### config.mk
export PLATFORM = sky130hd
export DESIGN_NAME = cwu_unit
export DESIGN_NICKNAME = d
export VERILOG_FILES = /design/src/pkg/cwu_pkg.sv /design/src/cwu_unit.sv
export VERILOG_INCLUDE_DIRS = /design/src /design/src/pkg
export SDC_FILE = /design/constraint.sdc
export NUM_CORES = 1
export LEC_CHECK = 0
export ABC_AREA = 1
export BUFFER_PORTS_ARGS = -buffer_cell sky130_fd_sc_hd__buf_2
export CAP_MARGIN = 10
export CORE_MARGIN = 3
export CORE_UTILIZATION = 55
export DETAILED_ROUTE_END_ITERATION = 8
export GPL_ROUTABILITY_DRIVEN = 0
export PLACE_DENSITY = 0.8
export REMOVE_ABC_BUFFERS = 1
export SLEW_MARGIN = 15
export SYNTH_ARGS = -nofsm -noshare
export SYNTH_HDL_FRONTEND = slang
export SYNTH_SLANG_ARGS = --single-unit
### constraint.sdc
create_clock -name clk_i -period 2 [get_ports clk_i]
set_clock_uncertainty 0.2 [all_clocks]
set_input_delay 0.2 -clock clk_i [delete_from_list [all_inputs] [get_ports clk_i]]
set_output_delay 0.2 -clock clk_i [all_outputs]
set_load 0.02 [all_outputs]
### src/pkg/cwu_map.svh
`ifndef CWU_MAP_SVH
`define CWU_MAP_SVH

// Register byte offsets on the Wishbone slave.
`define CWU_OFS_CON0      8'h00
`define CWU_OFS_CON1      8'h04
`define CWU_OFS_DB_RISE   8'h08
`define CWU_OFS_DB_FALL   8'h0c
`define CWU_OFS_CFG       8'h10
`define CWU_OFS_STAT      8'h14

// Control register 0 fields.
`define CWU_BIT_EN        7
`define CWU_BIT_LD        6
`define CWU_MODE_MSB      2
`define CWU_MODE_LSB      0

// Control register 1 fields: polarity in bits 3:0, steering in bits 7:4.
`define CWU_POL_LSB       0
`define CWU_STEER_LSB     4

// Configuration register fields.
`define CWU_SRC_LSB       0
`define CWU_BIT_DBCLK     2
`define CWU_BIT_SD_PIN    3
`define CWU_BIT_RESTART   4
`define CWU_BIT_SHUT      7

// Widths and reset values.
`define CWU_DB_W          6
`define CWU_CON0_RST      8'h00
`define CWU_CON1_RST      8'h00
`define CWU_DB_RST        6'h00
`define CWU_CFG_RST       8'h00

`endif

### src/pkg/cwu_pkg.sv
package cwu_pkg;

    typedef enum logic [2:0] {
        CWU_MODE_STEER_ASYNC = 3'h0,
        CWU_MODE_STEER_SYNC  = 3'h1,
        CWU_MODE_FB_FWD      = 3'h2,
        CWU_MODE_FB_REV      = 3'h3,
        CWU_MODE_HALF        = 3'h4,
        CWU_MODE_PUSH_PULL   = 3'h5,
        CWU_MODE_RSVD6       = 3'h6,
        CWU_MODE_RSVD7       = 3'h7
    } cwu_mode_t;

    typedef enum logic [2:0] {
        CWU_LD_IDLE      = 3'h1,
        CWU_LD_WAIT_FALL = 3'h2,
        CWU_LD_WAIT_RISE = 3'h4
    } cwu_ld_state_t;

    typedef struct packed {
        logic      en;
        logic      ld;
        logic [2:0] rsvd;
        cwu_mode_t mode;
    } cwu_con0_t;

    typedef struct packed {
        logic d;
        logic c;
        logic b;
        logic a;
    } cwu_outs_t;

endpackage

### src/cwu_unit.sv
// Our own choices: the Wishbone register port and the address map.
`timescale 1ns/1ps
`include "cwu_map.svh"
module cwu_unit (
    input  wire logic        clk_i,          // System clock, 200 MHz.
    input  wire logic        rst_i,          // Synchronous reset, active high.
    input  wire logic        wb_cyc_i,       // Wishbone cycle.
    input  wire logic        wb_stb_i,       // Wishbone strobe.
    input  wire logic        wb_we_i,        // Wishbone write enable.
    input  wire logic [7:0]  wb_adr_i,       // Wishbone byte address.
    input  wire logic [31:0] wb_dat_i,       // Wishbone write data.
    input  wire logic [3:0]  wb_sel_i,       // Wishbone byte selects.
    output logic             wb_ack_o,       // Wishbone acknowledge.
    output logic [31:0]      wb_dat_o,       // Wishbone read data.
    input  wire logic [3:0]  pulse_src_i,    // Candidate pulse inputs, asynchronous.
    input  wire logic        dbclk_tick_i,   // Alternate dead-band clock, asynchronous.
    input  wire logic        fault_i,        // Fault pin, active high, asynchronous.
    output logic             wave_out_a_o,   // Output A.
    output logic             wave_out_b_o,   // Output B.
    output logic             wave_out_c_o,   // Output C.
    output logic             wave_out_d_o    // Output D.
);

    function automatic logic reg_hit(input logic [7:0] adr, input logic [7:0] ofs);
        reg_hit = (adr == ofs);
    endfunction

    // Synchronisers; the first stage feeds only the second.
    logic [3:0] src_meta_reg;
    logic [3:0] src_sync_reg;
    logic       tick_meta_reg;
    logic       tick_sync_reg;
    logic       tick_prev_reg;
    logic       fault_meta_reg;
    logic       fault_sync_reg;

    always_ff @(posedge clk_i) begin
        if (rst_i) begin
            src_meta_reg   <= 4'h0;
            src_sync_reg   <= 4'h0;
            tick_meta_reg  <= 1'b0;
            tick_sync_reg  <= 1'b0;
            tick_prev_reg  <= 1'b0;
            fault_meta_reg <= 1'b0;
            fault_sync_reg <= 1'b0;
        end else begin
            src_meta_reg   <= pulse_src_i;
            src_sync_reg   <= src_meta_reg;
            tick_meta_reg  <= dbclk_tick_i;
            tick_sync_reg  <= tick_meta_reg;
            tick_prev_reg  <= tick_sync_reg;
            fault_meta_reg <= fault_i;
            fault_sync_reg <= fault_meta_reg;
        end
    end

    // Software-visible state.
    logic                  en_reg;
    logic                  ld_reg;
    cwu_pkg::cwu_mode_t    mode_reg;
    logic [3:0]            pol_reg;
    logic [3:0]            steer_reg;
    logic [`CWU_DB_W-1:0]  dbr_buf_reg;
    logic [`CWU_DB_W-1:0]  dbf_buf_reg;
    logic [1:0]            src_sel_reg;
    logic                  dbclk_sel_reg;
    logic                  sd_pin_en_reg;
    logic                  restart_reg;
    logic                  shut_reg;
    logic                  wb_ack_reg;
    logic [31:0]           wb_dat_reg;

    logic                  bus_req;
    logic                  wr_fire;
    logic                  wr_con0;
    logic                  wr_cfg;
    logic                  in_lvl;
    logic                  in_prev_reg;
    logic                  in_rise;
    logic                  in_fall;
    logic                  db_tick;
    logic                  load_now;

    // One pulse input drives everything below.
    assign in_lvl  = src_sync_reg[src_sel_reg];
    assign in_rise = in_lvl & ~in_prev_reg;
    assign in_fall = ~in_lvl & in_prev_reg;
    assign db_tick = dbclk_sel_reg ? (tick_sync_reg & ~tick_prev_reg) : 1'b1;

    always_ff @(posedge clk_i) begin
        if (rst_i) begin
            in_prev_reg <= 1'b0;
        end else begin
            in_prev_reg <= in_lvl;
        end
    end

    // Bus slave: ack follows a request by one cycle, writes land on the ack edge.
    assign bus_req = wb_cyc_i & wb_stb_i;
    assign wr_fire = bus_req & wb_we_i & wb_ack_reg & wb_sel_i[0];
    assign wr_con0 = wr_fire & reg_hit(wb_adr_i, `CWU_OFS_CON0);
    assign wr_cfg  = wr_fire & reg_hit(wb_adr_i, `CWU_OFS_CFG);

    always_ff @(posedge clk_i) begin
        if (rst_i) begin
            wb_ack_reg <= 1'b0;
        end else begin
            wb_ack_reg <= bus_req & ~wb_ack_reg;
        end
    end

    cwu_pkg::cwu_con0_t con0_view;
    cwu_pkg::cwu_outs_t out_reg;
    cwu_pkg::cwu_ld_state_t ld_state_reg;
    logic [7:0] rd_byte;

    always_comb begin
        con0_view      = `CWU_CON0_RST;
        con0_view.en   = en_reg;
        con0_view.ld   = ld_reg;
        con0_view.mode = mode_reg;
        con0_view.rsvd = 3'h0;
    end

    always_comb begin
        rd_byte = 8'h00;
        if (reg_hit(wb_adr_i, `CWU_OFS_CON0)) begin
            rd_byte = con0_view;
        end else if (reg_hit(wb_adr_i, `CWU_OFS_CON1)) begin
            rd_byte = {steer_reg, pol_reg};
        end else if (reg_hit(wb_adr_i, `CWU_OFS_DB_RISE)) begin
            rd_byte = {2'h0, dbr_buf_reg};
        end else if (reg_hit(wb_adr_i, `CWU_OFS_DB_FALL)) begin
            rd_byte = {2'h0, dbf_buf_reg};
        end else if (reg_hit(wb_adr_i, `CWU_OFS_CFG)) begin
            rd_byte = {shut_reg, 2'h0, restart_reg, sd_pin_en_reg, dbclk_sel_reg, src_sel_reg};
        end else if (reg_hit(wb_adr_i, `CWU_OFS_STAT)) begin
            rd_byte = {out_reg, 1'b0, ~ld_state_reg[0], shut_reg, in_lvl};
        end
    end

    always_ff @(posedge clk_i) begin
        if (rst_i) begin
            wb_dat_reg <= 32'h0000_0000;
        end else if (bus_req & ~wb_ack_reg) begin
            wb_dat_reg <= {24'h00_0000, rd_byte};
        end
    end

    // Enable and mode; software is expected to move the mode only while disabled.
    always_ff @(posedge clk_i) begin
        if (rst_i) begin
            en_reg   <= 1'b0;
            mode_reg <= cwu_pkg::CWU_MODE_STEER_ASYNC;
        end else if (wr_con0) begin
            en_reg   <= wb_dat_i[`CWU_BIT_EN];
            mode_reg <= cwu_pkg::cwu_mode_t'(wb_dat_i[`CWU_MODE_MSB:`CWU_MODE_LSB]);
        end
    end

    // The set looks at the enable already stored, so a write raising both is refused.
    always_ff @(posedge clk_i) begin
        if (rst_i) begin
            ld_reg <= 1'b0;
        end else if (wr_con0 & wb_dat_i[`CWU_BIT_LD] & en_reg) begin
            ld_reg <= 1'b1;
        end else if (load_now | (wr_con0 & ~wb_dat_i[`CWU_BIT_LD])) begin
            ld_reg <= 1'b0;
        end
    end

    always_ff @(posedge clk_i) begin
        if (rst_i) begin
            {steer_reg, pol_reg} <= `CWU_CON1_RST;
        end else if (wr_fire & reg_hit(wb_adr_i, `CWU_OFS_CON1)) begin
            pol_reg   <= wb_dat_i[`CWU_POL_LSB+:4];
            steer_reg <= wb_dat_i[`CWU_STEER_LSB+:4];
        end
    end

    always_ff @(posedge clk_i) begin
        if (rst_i) begin
            dbr_buf_reg <= `CWU_DB_RST;
            dbf_buf_reg <= `CWU_DB_RST;
        end else begin
            if (wr_fire & reg_hit(wb_adr_i, `CWU_OFS_DB_RISE)) begin
                dbr_buf_reg <= wb_dat_i[`CWU_DB_W-1:0];
            end
            if (wr_fire & reg_hit(wb_adr_i, `CWU_OFS_DB_FALL)) begin
                dbf_buf_reg <= wb_dat_i[`CWU_DB_W-1:0];
            end
        end
    end

    always_ff @(posedge clk_i) begin
        if (rst_i) begin
            src_sel_reg   <= 2'h0;
            dbclk_sel_reg <= 1'b0;
            sd_pin_en_reg <= 1'b0;
            restart_reg   <= 1'b0;
        end else if (wr_cfg) begin
            src_sel_reg   <= wb_dat_i[`CWU_SRC_LSB+:2];
            dbclk_sel_reg <= wb_dat_i[`CWU_BIT_DBCLK];
            sd_pin_en_reg <= wb_dat_i[`CWU_BIT_SD_PIN];
            restart_reg   <= wb_dat_i[`CWU_BIT_RESTART];
        end
    end

    // Shutdown: a fault or a software set wins over any clear in the same cycle.
    always_ff @(posedge clk_i) begin
        if (rst_i) begin
            shut_reg <= 1'b0;
        end else if ((sd_pin_en_reg & fault_sync_reg) | (wr_cfg & wb_dat_i[`CWU_BIT_SHUT])) begin
            shut_reg <= 1'b1;
        end else if ((wr_cfg & ~wb_dat_i[`CWU_BIT_SHUT]) | (restart_reg & in_rise)) begin
            shut_reg <= 1'b0;
        end
    end

    // Buffer load sequence: arm, wait for a fall, load on the following rise.
    always_ff @(posedge clk_i) begin
        if (rst_i) begin
            ld_state_reg <= cwu_pkg::CWU_LD_IDLE;
        end else if (~ld_reg) begin
            ld_state_reg <= cwu_pkg::CWU_LD_IDLE;
        end else begin
            unique case (ld_state_reg)
                cwu_pkg::CWU_LD_IDLE: begin
                    ld_state_reg <= cwu_pkg::CWU_LD_WAIT_FALL;
                end
                cwu_pkg::CWU_LD_WAIT_FALL: begin
                    if (in_fall) begin
                        ld_state_reg <= cwu_pkg::CWU_LD_WAIT_RISE;
                    end
                end
                cwu_pkg::CWU_LD_WAIT_RISE: begin
                    if (in_rise) begin
                        ld_state_reg <= cwu_pkg::CWU_LD_IDLE;
                    end
                end
            endcase
        end
    end

    assign load_now = ld_reg & (ld_state_reg == cwu_pkg::CWU_LD_WAIT_RISE) & in_rise;

    // Working counts; while disabled they follow the buffers so the first run is right.
    logic [`CWU_DB_W-1:0] dbr_act_reg;
    logic [`CWU_DB_W-1:0] dbf_act_reg;
    logic [`CWU_DB_W-1:0] rise_load;
    logic [`CWU_DB_W-1:0] fall_load;
    logic [`CWU_DB_W-1:0] rise_cnt_reg;
    logic [`CWU_DB_W-1:0] fall_cnt_reg;

    always_ff @(posedge clk_i) begin
        if (rst_i) begin
            dbr_act_reg <= `CWU_DB_RST;
            dbf_act_reg <= `CWU_DB_RST;
        end else if (~en_reg | load_now) begin
            dbr_act_reg <= dbr_buf_reg;
            dbf_act_reg <= dbf_buf_reg;
        end
    end

    assign rise_load = load_now ? dbr_buf_reg : dbr_act_reg;
    assign fall_load = load_now ? dbf_buf_reg : dbf_act_reg;

    always_ff @(posedge clk_i) begin
        if (rst_i) begin
            rise_cnt_reg <= `CWU_DB_RST;
        end else if (in_rise) begin
            rise_cnt_reg <= rise_load;
        end else if (db_tick && rise_cnt_reg != `CWU_DB_RST) begin
            rise_cnt_reg <= rise_cnt_reg - 6'h01;
        end
    end

    always_ff @(posedge clk_i) begin
        if (rst_i) begin
            fall_cnt_reg <= `CWU_DB_RST;
        end else if (in_fall) begin
            fall_cnt_reg <= fall_load;
        end else if (db_tick && fall_cnt_reg != `CWU_DB_RST) begin
            fall_cnt_reg <= fall_cnt_reg - 6'h01;
        end
    end

    // A side turns on only once its count has run out; the other side is already off.
    logic a_core;
    logic b_core;
    assign a_core = in_lvl & ~in_rise & (rise_cnt_reg == `CWU_DB_RST);
    assign b_core = ~in_lvl & ~in_fall & (fall_cnt_reg == `CWU_DB_RST);

    // Push-pull phase and steering latch.
    logic       pp_phase_reg;
    logic [3:0] steer_act_reg;

    always_ff @(posedge clk_i) begin
        if (rst_i) begin
            pp_phase_reg <= 1'b0;
        end else if (in_rise) begin
            pp_phase_reg <= ~pp_phase_reg;
        end
    end

    // Synchronous steering only takes new selections at an input rise.
    always_ff @(posedge clk_i) begin
        if (rst_i) begin
            steer_act_reg <= 4'h0;
        end else if (mode_reg != cwu_pkg::CWU_MODE_STEER_SYNC || in_rise) begin
            steer_act_reg <= steer_reg;
        end
    end

    cwu_pkg::cwu_outs_t raw;

    always_comb begin
        raw = 4'h0;
        unique case (mode_reg)
            cwu_pkg::CWU_MODE_HALF: begin
                raw.a = a_core;
                raw.b = b_core;
                raw.c = a_core;
                raw.d = b_core;
            end
            cwu_pkg::CWU_MODE_PUSH_PULL: begin
                raw.a = a_core & pp_phase_reg;
                raw.b = a_core & ~pp_phase_reg;
                raw.c = raw.a;
                raw.d = raw.b;
            end
            cwu_pkg::CWU_MODE_STEER_ASYNC, cwu_pkg::CWU_MODE_STEER_SYNC: begin
                raw = steer_act_reg & {4{a_core}};
            end
            cwu_pkg::CWU_MODE_FB_FWD: begin
                raw.a = 1'b1;
                raw.d = a_core;
            end
            cwu_pkg::CWU_MODE_FB_REV: begin
                raw.c = 1'b1;
                raw.b = a_core;
            end
            default: begin
                raw = 4'h0;
            end
        endcase
    end

    // Inactive level after polarity equals the polarity bit itself.
    genvar gi;
    generate
        for (gi = 0; gi < 4; gi++) begin : g_out
            always_ff @(posedge clk_i) begin
                if (rst_i) begin
                    out_reg[gi] <= 1'b0;
                end else begin
                    out_reg[gi] <= (raw[gi] & en_reg & ~shut_reg) ^ pol_reg[gi];
                end
            end
        end
    endgenerate

    assign wb_ack_o     = wb_ack_reg;
    assign wb_dat_o     = wb_dat_reg;
    assign wave_out_a_o = out_reg.a;
    assign wave_out_b_o = out_reg.b;
    assign wave_out_c_o = out_reg.c;
    assign wave_out_d_o = out_reg.d;

    logic [3:0] act_now;
    assign act_now = out_reg ^ pol_reg;
endmodule

==> impl_results.md, run 1 <==
- Initial drt markers: 310
- Layout cells sized above 1: 15.5%
- CP endpoint kind: flop
- Seq pwr share: 49.3%
- Internal power: 0.00275 W
- Clk slew on worst S/H paths: 0.09 ns
- Root Driver: clkbuf_8
- Top cells by count, synth: dfxtp_1, nor2_1, nand2_1
- Setup Fix Bufs, Post-CTS: 0
- Total grt overflow: 0
- Pin count of the biggest net entering global routing: 41
- Io pins: 92
- Area grow syn2layout: 12.7%
- Sw frac: 32.3%
- Placeable Area: 0.00749 mm²
- CTS tree: yes
- H-tree Lvls: 3
- Delay-heaviest family, CP: simple AND/OR/NAND/NOR gates
- Pwr per Cell Area: 823 mW/mm²
- Min cycle time layout: 1.82 ns
- Syn Inst Count: 602
- Worst-margin pin slew: 0.500 ns
- Die W: 95.2 µm
- Max reg flops: 8
- Largest buffer count on any clock path: 2
- Stages on worst setup path: 5
- GRT Resource Usage Total: 24.0%
- Reg2reg path depth: 5
- Design Power: 0.00405 W
- Top-count cell post-synth: dfxtp_1
- CP arrival: 1.86 ns
- Gate power share: 21.6%
- Clock sinks: 90
- Endpoints failing setup: 0
- Fin crit share: 90.9%
- Yosys top cell by area: dfxtp_1
- Total number of vias: 4043
- Number of flops mapped to enable cells by yosys: 0
- Final Instance Area: 0.00492 mm²
- CTS buffer count: 9
- Die height: 95.2 µm
- Number of max-cap violations: 0
- Post-synthesis mux area share: 0%
- Max_slew headroom: 66.4%
- Vias in the first global route: 3729
- Run status: finished clean
- Hold Crit Depth: 3
- Compound-Gate Fraction of Synth Area: 18.2%
- Max incr delay on CP: 0.39 ns
- # rows: 31
- CP bufs+invs: 1
- Drt drc: 0
- Post-Synth Simple-Gate Area: 25.0%
- Peak supply drop: 0.573 mV
- Post-DP HPWL: 7680 µm
- Clock power frac: 29.2%
- Syn Std Cell Area: 0.00437 mm²
- Seq/Total Area, Yosys: 41.2%
- Top_reg_cell synth: dfxtp_1
- YS warnings: 0
- Yosys cell types: 41
- Clock latency on the worst-skew pair: 0.36 ns
- FMAX: 550 MHz
- DP Area: 0.00460 mm²
- First-pass GRT wire length: 17000 µm
- Crit Path Class: reg -> reg
- Nets@finish: 720
- Synth Area per Inst: 7.26 µm²
- Critical path's slowest cell: nand4_1
- Lkg Pwr: 2.16 nW
- Worst Hold Class: in -> reg
- Crit-path cells: nand4_1, nor2_1, inv_2, o21ai_0, a21oi_1
- Fillers: 635
- PortBufs: 40
- Die area: 0.00905 mm²
- Synth async-reset ratio: 0%
- TritonRoute pass-1 iters: 5
- Synth top area share: 41.2%
- DR vias/cell: 5.28
- Initial antenna violation count: 0
- Final WL: 10500 µm
- Final hold vios: 0
- Synthesized-area fraction occupied by xor and xnor cells: 1.40%
- Initial Utilization: 58.4%
- RSZ-0062 raised after global routing: no
- Critical Path Fanout Max: 10
- CP required: 2.04 ns
- Setup TNS: 0 ns
- Synth Area in Adders: 1.14%
- Top post-synthesis cells by area: dfxtp_1, nor2_1, nand2_1, o21ai_0, inv_1
- Max Slew Vio Count: 0
- ANT cells: 0
- Final ANT Viol Nets: 0
- Sw Pwr: 0.00131 W
- Yosys reg bits: 90
- Startpoint Class: flop
- DR WL/cell: 13.8 µm
- Hold WS: 0.0275 ns
- Main combinational cell family by area after synthesis: simple AND/OR/NAND/NOR gates
-- metrics by stage --
stage / util (%) / setup slack (ns) / instances
2_1_floorplan: - / 0.404 / 588
3_3_place_gp: 61.4 / 0.207 / 736
3_5_place_dp: 61.4 / 0.144 / 736
4_1_cts: 65.7 / 0.125 / 765
5_1_grt: 65.8 / 0.0432 / 765
6_report: 65.8 / 0.182 / 765
-- what timing repair did --
item / 4_1_cts / 5_1_grt
hold buffers: 13 / 0
endpoints found under the setup margin: 0 / 14
endpoints found under the hold margin: 20 / 0
resized for setup: 0 / 3
-- power by group through the flow --
| stage | sequential, W | combinational, W | clock [W] |
|---|---|---|---|
| 2_1_floorplan | 0.00203 | 0.000632 | 0 |
| 3_3_place_gp | 0.00203 | 0.000815 | 0 |
| 5_1_grt | 0.00202 | 0.000992 | 0.00127 |
| 4_1_cts | 0.00200 | 0.000873 | 0.00119 |
| 6_report | 0.00200 | 0.000875 | 0.00118 |
| 3_5_place_dp | 0.00204 | 0.000850 | 0 |
-- cell type report --
| class | instances | area [µm²] | share of cell area [%] |
|---|---|---|---|
| timing repair buffer | 62 | 410 | 8.33 |
| inverter | 78 | 300 | 6.10 |
| sequential | 90 | 1800 | 36.6 |
| tap | 99 | 124 | 2.52 |
| clock buffer | 10 | 138 | 2.79 |
| multi-input combinational | 420 | 2100 | 42.6 |
| clock inverter | 6 | 50.0 | 1.02 |
-- worst paths after layout --
| check | from | to | slack, ns |
|---|---|---|---|
| setup / recovery | wb_ack_o | dbf_buf_reg[2] | 0.18 |
| hold / removal | wb_dat_i[1] | pol_reg[1] | 0.03 |
| setup reg to reg | wb_ack_o | dbf_buf_reg[2] | 0.18 |
| hold reg to reg | src_meta_reg[3] | src_sync_reg[3] | 0.20 |
-- layout by cell type, fill, tap and decap left out, types with 4 or more instances in the layout --
cell type      count
buf_2             40
dlygate4sd3_1     13
a21oi_1           49
o21ai_0           59
buf_4              8
conb_1            24
a211oi_2           7
dfxtp_1           89
ha_1               4
o211ai_1           5
o21ai_1            6
nand2_1           86
nor2_1            89
clkbuf_8          10
nor2_2             8
nor3_1            10
nand3_1           37
inv_2              5
inv_1             71
xor2_1             5
-- tightest hold or removal path, delay by kind of cell --
family        cells  cell delay, ns
buf+inv           1            0.16
simple gates      2            0.19
-- routing by layer --
metal | part of all wire [%] | track usage, %
met3 | 8.5 | 6.16
met5 | 0 | 0
met4 | 2.5 | 8.53
met2 | 47 | 39.9
met1 | 42 | 30.0
-- cells by family (layout without fill, tap and decap cells) --
kind of cell / after synthesis / after routing
fa+ha+maj: 4 / 4
other cells: 1 / 24
compound gates: 139 / 139
simple gates: 246 / 246
xor+xnor: 7 / 7
flops: 90 / 90
buf+inv: 115 / 156
Note: power is estimated with default switching activity, not from simulation.
==> inputs of run 2 (changes only) <==
--- a/config.mk
+++ b/config.mk
@@ -10,10 +10,10 @@
 export BUFFER_PORTS_ARGS = -buffer_cell sky130_fd_sc_hd__buf_2
 export CAP_MARGIN = 10
 export CORE_MARGIN = 3
-export CORE_UTILIZATION = 55
+export CORE_UTILIZATION = 30
 export DETAILED_ROUTE_END_ITERATION = 8
 export GPL_ROUTABILITY_DRIVEN = 0
-export PLACE_DENSITY = 0.8
+export HOLD_SLACK_MARGIN = 0.15
 export REMOVE_ABC_BUFFERS = 1
 export SLEW_MARGIN = 15
 export SYNTH_ARGS = -nofsm -noshare
==> run 2 against run 1 <==
Net effect: first-iteration DRC count down 29%; combinational power is 0.9% higher; largest cell class unchanged; setup slack worse by 0.0095 ns; cell count grew 13%; die area rose by 77%; wire length increased by 6.4%; maximum frequency fell by 0.52%.
==> impl_results.md, run 2 (synthesis results as in run 1) <==
- DR WL/cell: 13.0 µm (-5.6%)
- Setup Fix Bufs, Post-CTS: 0 (unchanged)
- Max Slew Vio Count: 0 (unchanged)
- PortBufs: 40 (unchanged)
- Layout cells sized above 1: 16.0% (+0.52 points)
- TritonRoute pass-1 iters: 5 (unchanged)
- Setup TNS: 0 ns (unchanged)
- Final ANT Viol Nets: 0 (unchanged)
- Max incr delay on CP: 0.41 ns (+0.02 ns)
- # rows: 43 (+39%)
- Hold wc startpoint: wb_adr_i[2]
- Sw frac: 28.8% (-3.5 points)
- Post-Place Cells: 823 (+12%)
- Commonest non-fill, non-tap cell in the layout: dfxtp_1
- RSZ-0062 raised after global routing: no
- Root Driver: clkbuf_16
- Total number of vias: 3950 (-2.3%)
- GRT Resource Usage Total: 14.2% (-9.8 points)
- Final hold vios: 0 (unchanged)
- CP bufs+invs: 2 (+1)
- Worst Hold Class: in -> reg
- CP required: 2.05 ns (about the same)
- Die height: 127 µm (+33%)
- CP arrival: 1.87 ns (about the same)
- Die W: 127 µm (+33%)
- Run status: finished clean
- Startpoint Class: flop
- Hold endpoint: wb_dat_o[5]
- Vias in the first global route: 3621 (-2.9%)
- Largest buffer count on any clock path: 2 (unchanged)
- Clock power frac: 38.8% (+9.6 points)
- Critical Path Fanout Max: 7 (-3)
- CTS tree: yes
- Most common cell on crit path: nand2_1
- CTS buffer count: 9 (unchanged)
- Endpoints failing setup: 0 (unchanged)
- Peak supply drop: 0.608 mV (+6.1%)
- Design Power: 0.00471 W (+16%)
- Post-DP HPWL: 8210 µm (+7.0%)
- Fin crit share: 91.4% (+0.47 points)
- First-pass GRT wire length: 18300 µm (+8.1%)
- Lkg Pwr: 2.31 nW (+6.7%)
- DR vias/cell: 4.58 (-13%)
- Number of max-cap violations: 0 (unchanged)
- Final std cells w/o fill: 862 (+13%)
- Initial Utilization: 31.1% (-27 points)
- Clock sinks: 90 (unchanged)
- Fillers: 1508 (+140%)
- Total grt overflow: 0 (unchanged)
- Place WS: 0.192 ns (+0.0476 ns)
- Crit Path Class: reg -> reg
- Clk slew on worst S/H paths: 0.07 ns (-0.02 ns)
- Most frequent cells in the layout: dfxtp_1, nor2_1, nand2_1
- Seq pwr share: 42.4% (-6.9 points)
- FMAX: 547 MHz (-0.52%)
- R2r setup slk: 0.17 ns (about the same)
- Reg2Reg Launch Point: src_sel_reg[0]
- Drt drc: 0 (unchanged)
- ANT cells: 0 (unchanged)
- Min cycle time layout: 1.83 ns (+0.00950 ns)
- Io pins: 92 (unchanged)
- Initial drt markers: 220 (-29%)
- Internal power: 0.00335 W (+22%)
- Pin count of the biggest net entering global routing: 54 (+32%)
- Area grow syn2layout: 21.3%
- Gate power share: 18.8% (-2.8 points)
- Final WL: 11200 µm (+6.4%)
- Reg-to-reg endpoint: rise_cnt_reg[4]
- Reg2reg path depth: 10 (+5)
- Crit-path cells: inv_2, nand2_1, nand2_1, nand2_1, nand2_1, nand2_2, nand2_1, or2_1, nand3_1, inv_1
- Hold Crit Depth: 6 (+3)
- H-tree Lvls: 3 (unchanged)
- Placeable Area: 0.0140 mm² (+88%)
- Clock latency on the worst-skew pair: 0.34 ns (-0.02 ns)
- Nets@finish: 736 (+2.2%)
- Initial antenna violation count: 0 (unchanged)
- Sw Pwr: 0.00135 W (+3.6%)
- Max reg flops: 8 (unchanged)
- Setup ws final: 0.172 ns (-0.00950 ns)
- CP endpoint kind: flop
- Critical path's slowest cell: dfxtp_1
- Pwr per Cell Area: 888 mW/mm² (+7.8%)
- Delay-heaviest family, CP: simple AND/OR/NAND/NOR gates
- Die area: 0.0161 mm² (+77%)
[run 2: per-stage QoR]
stage / hold slack [ns] / util [%] / instance area, µm²
final: 0.192 / 37.8 / 5300
after global routing: 0.215 / 37.8 / 5300
after CTS: 0.188 / 37.8 / 5300
after detailed placement: 0.193 / 33.9 / 4760
after global placement: 0.191 / 33.9 / 4760
after floorplan: 0.0624 / - / 4190
[run 2: worst max path at each step]
stage / start / to / slack, ns / cells after the start
2_1_floorplan: src_sel_reg[0] / dbr_act_reg[3] / 0.40 / 9
3_3_place_gp: src_sel_reg[0] / rise_cnt_reg[4] / 0.19 / 10
3_5_place_dp: src_sel_reg[0] / rise_cnt_reg[4] / 0.19 / 10
4_1_cts: wb_stb_i / wb_ack_o / 0.11 / 7
5_1_grt: src_sel_reg[0] / rise_cnt_reg[1] / 0.02 / 10
6_report: src_sel_reg[0] / rise_cnt_reg[4] / 0.17 / 10
[run 2: power by group through the flow]
stage               sequential (W)  combinational (W)  clock, W
floorplan                  0.00203           0.000632         0
global placement           0.00204           0.000836         0
detailed placement         0.00204           0.000850         0
CTS                        0.00200           0.000886   0.00186
global route               0.00202            0.00103   0.00195
finish                     0.00200           0.000883   0.00183
[run 2: what timing repair did]
| action | CTS | global route |
|---|---|---|
| endpoints found under the hold margin | 53 | 0 |
| gates resized for setup | 0 | 1 |
| hold buffers | 23 | 0 |
| setup endpoints to repair | 0 | 1 |
[run 2: area by class of cell]
class,count,area (µm²),share of cell area [%]
tap,180,225,4.25
multi-input combinational,420,2090,39.4
inverter,78,300,5.66
sequential,90,1800,34.0
clock buffer,9,225,4.25
clock inverter,7,92.6,1.75
timing repair buffer,78,568,10.7
[run 2: metal layers]
| metal | vias up | wire length, µm | track usage (%) |
|---|---|---|---|
| li1 | 2063 | - | - |
| met1 | 1777 | 5550 | 20.0 |
| met2 | 93 | 4930 | 21.8 |
| met3 | 17 | 557 | 3.87 |
| met4 | 0 | 163 | 3.41 |
| met5 | - | 0 | 0 |
[run 2: worst reg2reg max path, delay by kind of cell, from the launching register on]
| family | cells | cell delay (ns) |
|---|---|---|
| buffers and inverters | 2 | 0.12 |
| DFF | 1 | 0.41 |
| and+or+nand+nor | 8 | 1.01 |
==> inputs of run 3 (changes only) <==
--- a/config.mk
+++ b/config.mk
@@ -14,7 +14,6 @@
 export DETAILED_ROUTE_END_ITERATION = 8
 export GPL_ROUTABILITY_DRIVEN = 0
 export HOLD_SLACK_MARGIN = 0.15
-export REMOVE_ABC_BUFFERS = 1
 export SLEW_MARGIN = 15
 export SYNTH_ARGS = -nofsm -noshare
 export SYNTH_HDL_FRONTEND = slang
==> run 3 against run 2 <==
Net effect: sequential cell count stayed put; highest routed layer unchanged; largest power group unchanged; global-route usage about the same; setup slack worse by 0.051 ns; final area down 2.5%; first-iteration DRC count is 6.4% higher; maximum frequency shrank 2.7%; utilization shrank 0.93 points.
==> impl_results.md, run 3 (synthesis results as in run 1) <==
- Crit Path Class: in -> reg
- Min cycle time layout: 1.88 ns (+0.0512 ns)
- # rows: 43 (unchanged)
- Die area: 0.0161 mm² (unchanged)
- Commonest non-fill, non-tap cell in the layout: dfxtp_1
- Clock power frac: 35.6% (-3.2 points)
- CP bufs+invs: 4 (+2)
- TritonRoute pass-1 iters: 5 (unchanged)
- Fin crit share: 94.0% (+2.6 points)
- Gate power share: 19.5% (+0.7 points)
- Lkg Pwr: 2.24 nW (-3.0%)
- H-tree Lvls: 3 (unchanged)
- Largest buffer count on any clock path: 2 (unchanged)
- Clk slew on worst S/H paths: 0.07 ns (about the same)
- DR WL/cell: 12.9 µm (-0.59%)
- Final ANT Viol Nets: 0 (unchanged)
- Most frequent cells in the layout: dfxtp_1, nor2_1, nand2_1
- Area of the multi-input gates: 0.00209 mm² (unchanged)
- Initial Utilization: 31.1% (unchanged)
- PortBufs: 40 (unchanged)
- Startpoint Class: primary input
- Delay-heaviest family, CP: buffers and inverters
- Setup TNS: 0 ns (unchanged)
- CTS tree: yes
- Cts hold-fix bufs: 16 (-30%)
- Sw frac: 30.3% (+1.5 points)
- Initial antenna violation count: 0 (unchanged)
- Layout cells sized above 1: 15.9% (-0.11 points)
- Crit-path cells: dlygate4sd3_1, buf_2, nand2_1, nor2_1, clkinv_1, dlygate4sd3_1, nor2_1
- Pwr per Cell Area: 860 mW/mm² (-3.1%)
- Sw Pwr: 0.00135 W (-0.43%)
- Run status: finished clean
- Worst Hold Class: in -> reg
- CTS buffer count: 9 (unchanged)
- Total number of vias: 3928 (-0.56%)
- Drt drc: 0 (unchanged)
- Max incr delay on CP: 0.65 ns (+0.24 ns)
- ANT cells: 0 (unchanged)
- CP required: 2.09 ns (+0.04 ns)
- Area grow syn2layout: 18.3%
- Clock latency on the worst-skew pair: 0.35 ns (about the same)
- First-pass GRT wire length: 18400 µm (+0.30%)
- Hold WS: 0.176 ns (-0.0169 ns)
- Die height: 127 µm (unchanged)
- RSZ-0062 raised after global routing: no
- Post-CTS Resized: 0 (unchanged)
- Die W: 127 µm (unchanged)
- Clock sinks: 90 (unchanged)
- Fillers: 1488 (-1.3%)
- Design Power: 0.00445 W (-5.5%)
- Placeable Area: 0.0140 mm² (unchanged)
- Initial drt markers: 234 (+6.4%)
- Vias in the first global route: 3617 (-0.11%)
- Post-DP HPWL: 8280 µm (+0.82%)
- Seq pwr share: 44.9% (+2.5 points)
- Final hold vios: 0 (unchanged)
- Total area of sequential cells: 0.00180 mm² (unchanged)
- Number of max-cap violations: 0 (unchanged)
- Peak supply drop: 0.670 mV (+10%)
- Io pins: 92 (unchanged)
- Setup Fix Bufs, Post-CTS: 0 (unchanged)
- CP arrival: 1.97 ns (+0.10 ns)
- Nets@finish: 728 (-1.1%)
- Final WL: 11000 µm (-1.5%)
- Root Driver: clkbuf_16
- Endpoints failing setup: 0 (unchanged)
- Critical Path Fanout Max: 9 (+2)
- Max Slew Vio Count: 0 (unchanged)
- DR vias/cell: 4.60 (+0.37%)
- FMAX: 532 MHz (-2.7%)
- Pin count of the biggest net entering global routing: 41 (-24%)
- Critical path's slowest cell: dlygate4sd3_1
- GRT Resource Usage Total: 14.2% (about the same)
- Max reg flops: 8 (unchanged)
- Total grt overflow: 0 (unchanged)
- CP endpoint kind: flop
- Internal power: 0.00310 W (-7.5%)
run 3: cell count changes in the layout (fill, tap and decap cells not counted):
cell	delta
inv_6	+1
clkinv_4	+1
dlygate4sd3_1	-7
buf_12	-1
bufinv_16	-2
clkinv_2	-1
inv_2	-1
clkinv_1	+1
clkinvlp_4	+1
run 3: final cells by class:
| cell class | instances | area share (%) |
|---|---|---|
| inverter | 78 | 5.80 |
| clock buffer | 9 | 4.35 |
| clock inverter | 7 | 1.02 |
| timing repair buffer | 70 | 9.24 |
| tap | 180 | 4.35 |
| sequential | 90 | 34.8 |
| multi-input combinational | 420 | 40.4 |
run 3: path summary, 6_finish.rpt:
| check | from | end | slack, ns | cells after the start |
|---|---|---|---|---|
| setup / recovery | wb_stb_i | wb_ack_o | 0.12 | 7 |
| hold / removal | rst_i | dbf_buf_reg[5] | 0.18 | 4 |
| setup reg to reg | src_sel_reg[0] | rise_cnt_reg[4] | 0.24 | 10 |
| hold reg to reg | src_meta_reg[0] | src_sync_reg[0] | 0.20 | 2 |
run 3: through the flow:
| step | utilization (%) | area, µm² | worst slack, ns | cells |
|---|---|---|---|---|
| 2_1_floorplan | - | 4460 | 0.402 | 625 |
| 3_3_place_gp | 33.7 | 4740 | 0.240 | 822 |
| 3_5_place_dp | 33.7 | 4740 | 0.236 | 822 |
| 4_1_cts | 36.8 | 5170 | 0.132 | 854 |
| 5_1_grt | 36.8 | 5170 | 0.00267 | 854 |
| 6_report | 36.8 | 5170 | 0.121 | 854 |
run 3: power groups by stage:
| stage | clock, W | combinational [W] | sequential, W |
|---|---|---|---|
| 2_1_floorplan | 0 | 0.000681 | 0.00203 |
| 3_3_place_gp | 0 | 0.000836 | 0.00204 |
| 3_5_place_dp | 0 | 0.000844 | 0.00204 |
| 4_1_cts | 0.00163 | 0.000871 | 0.00200 |
| 5_1_grt | 0.00171 | 0.00101 | 0.00202 |
| 6_report | 0.00158 | 0.000867 | 0.00200 |
run 3: worst min-delay path, delay by kind of cell:
family | cells | cell delay [ns]
buffers and inverters | 2 | 0.29
AOI/OAI and AO/OA | 2 | 0.19
run 3: layer usage:
metal / share of wire, % / vias up / track usage (%)
met4: 1.3 / 0 / 4.04
met1: 48 / 1767 / 19.9
met2: 45 / 106 / 22.1
met3: 6.0 / 14 / 3.12
li1: - / 2041 / -
met5: 0 / - / 0
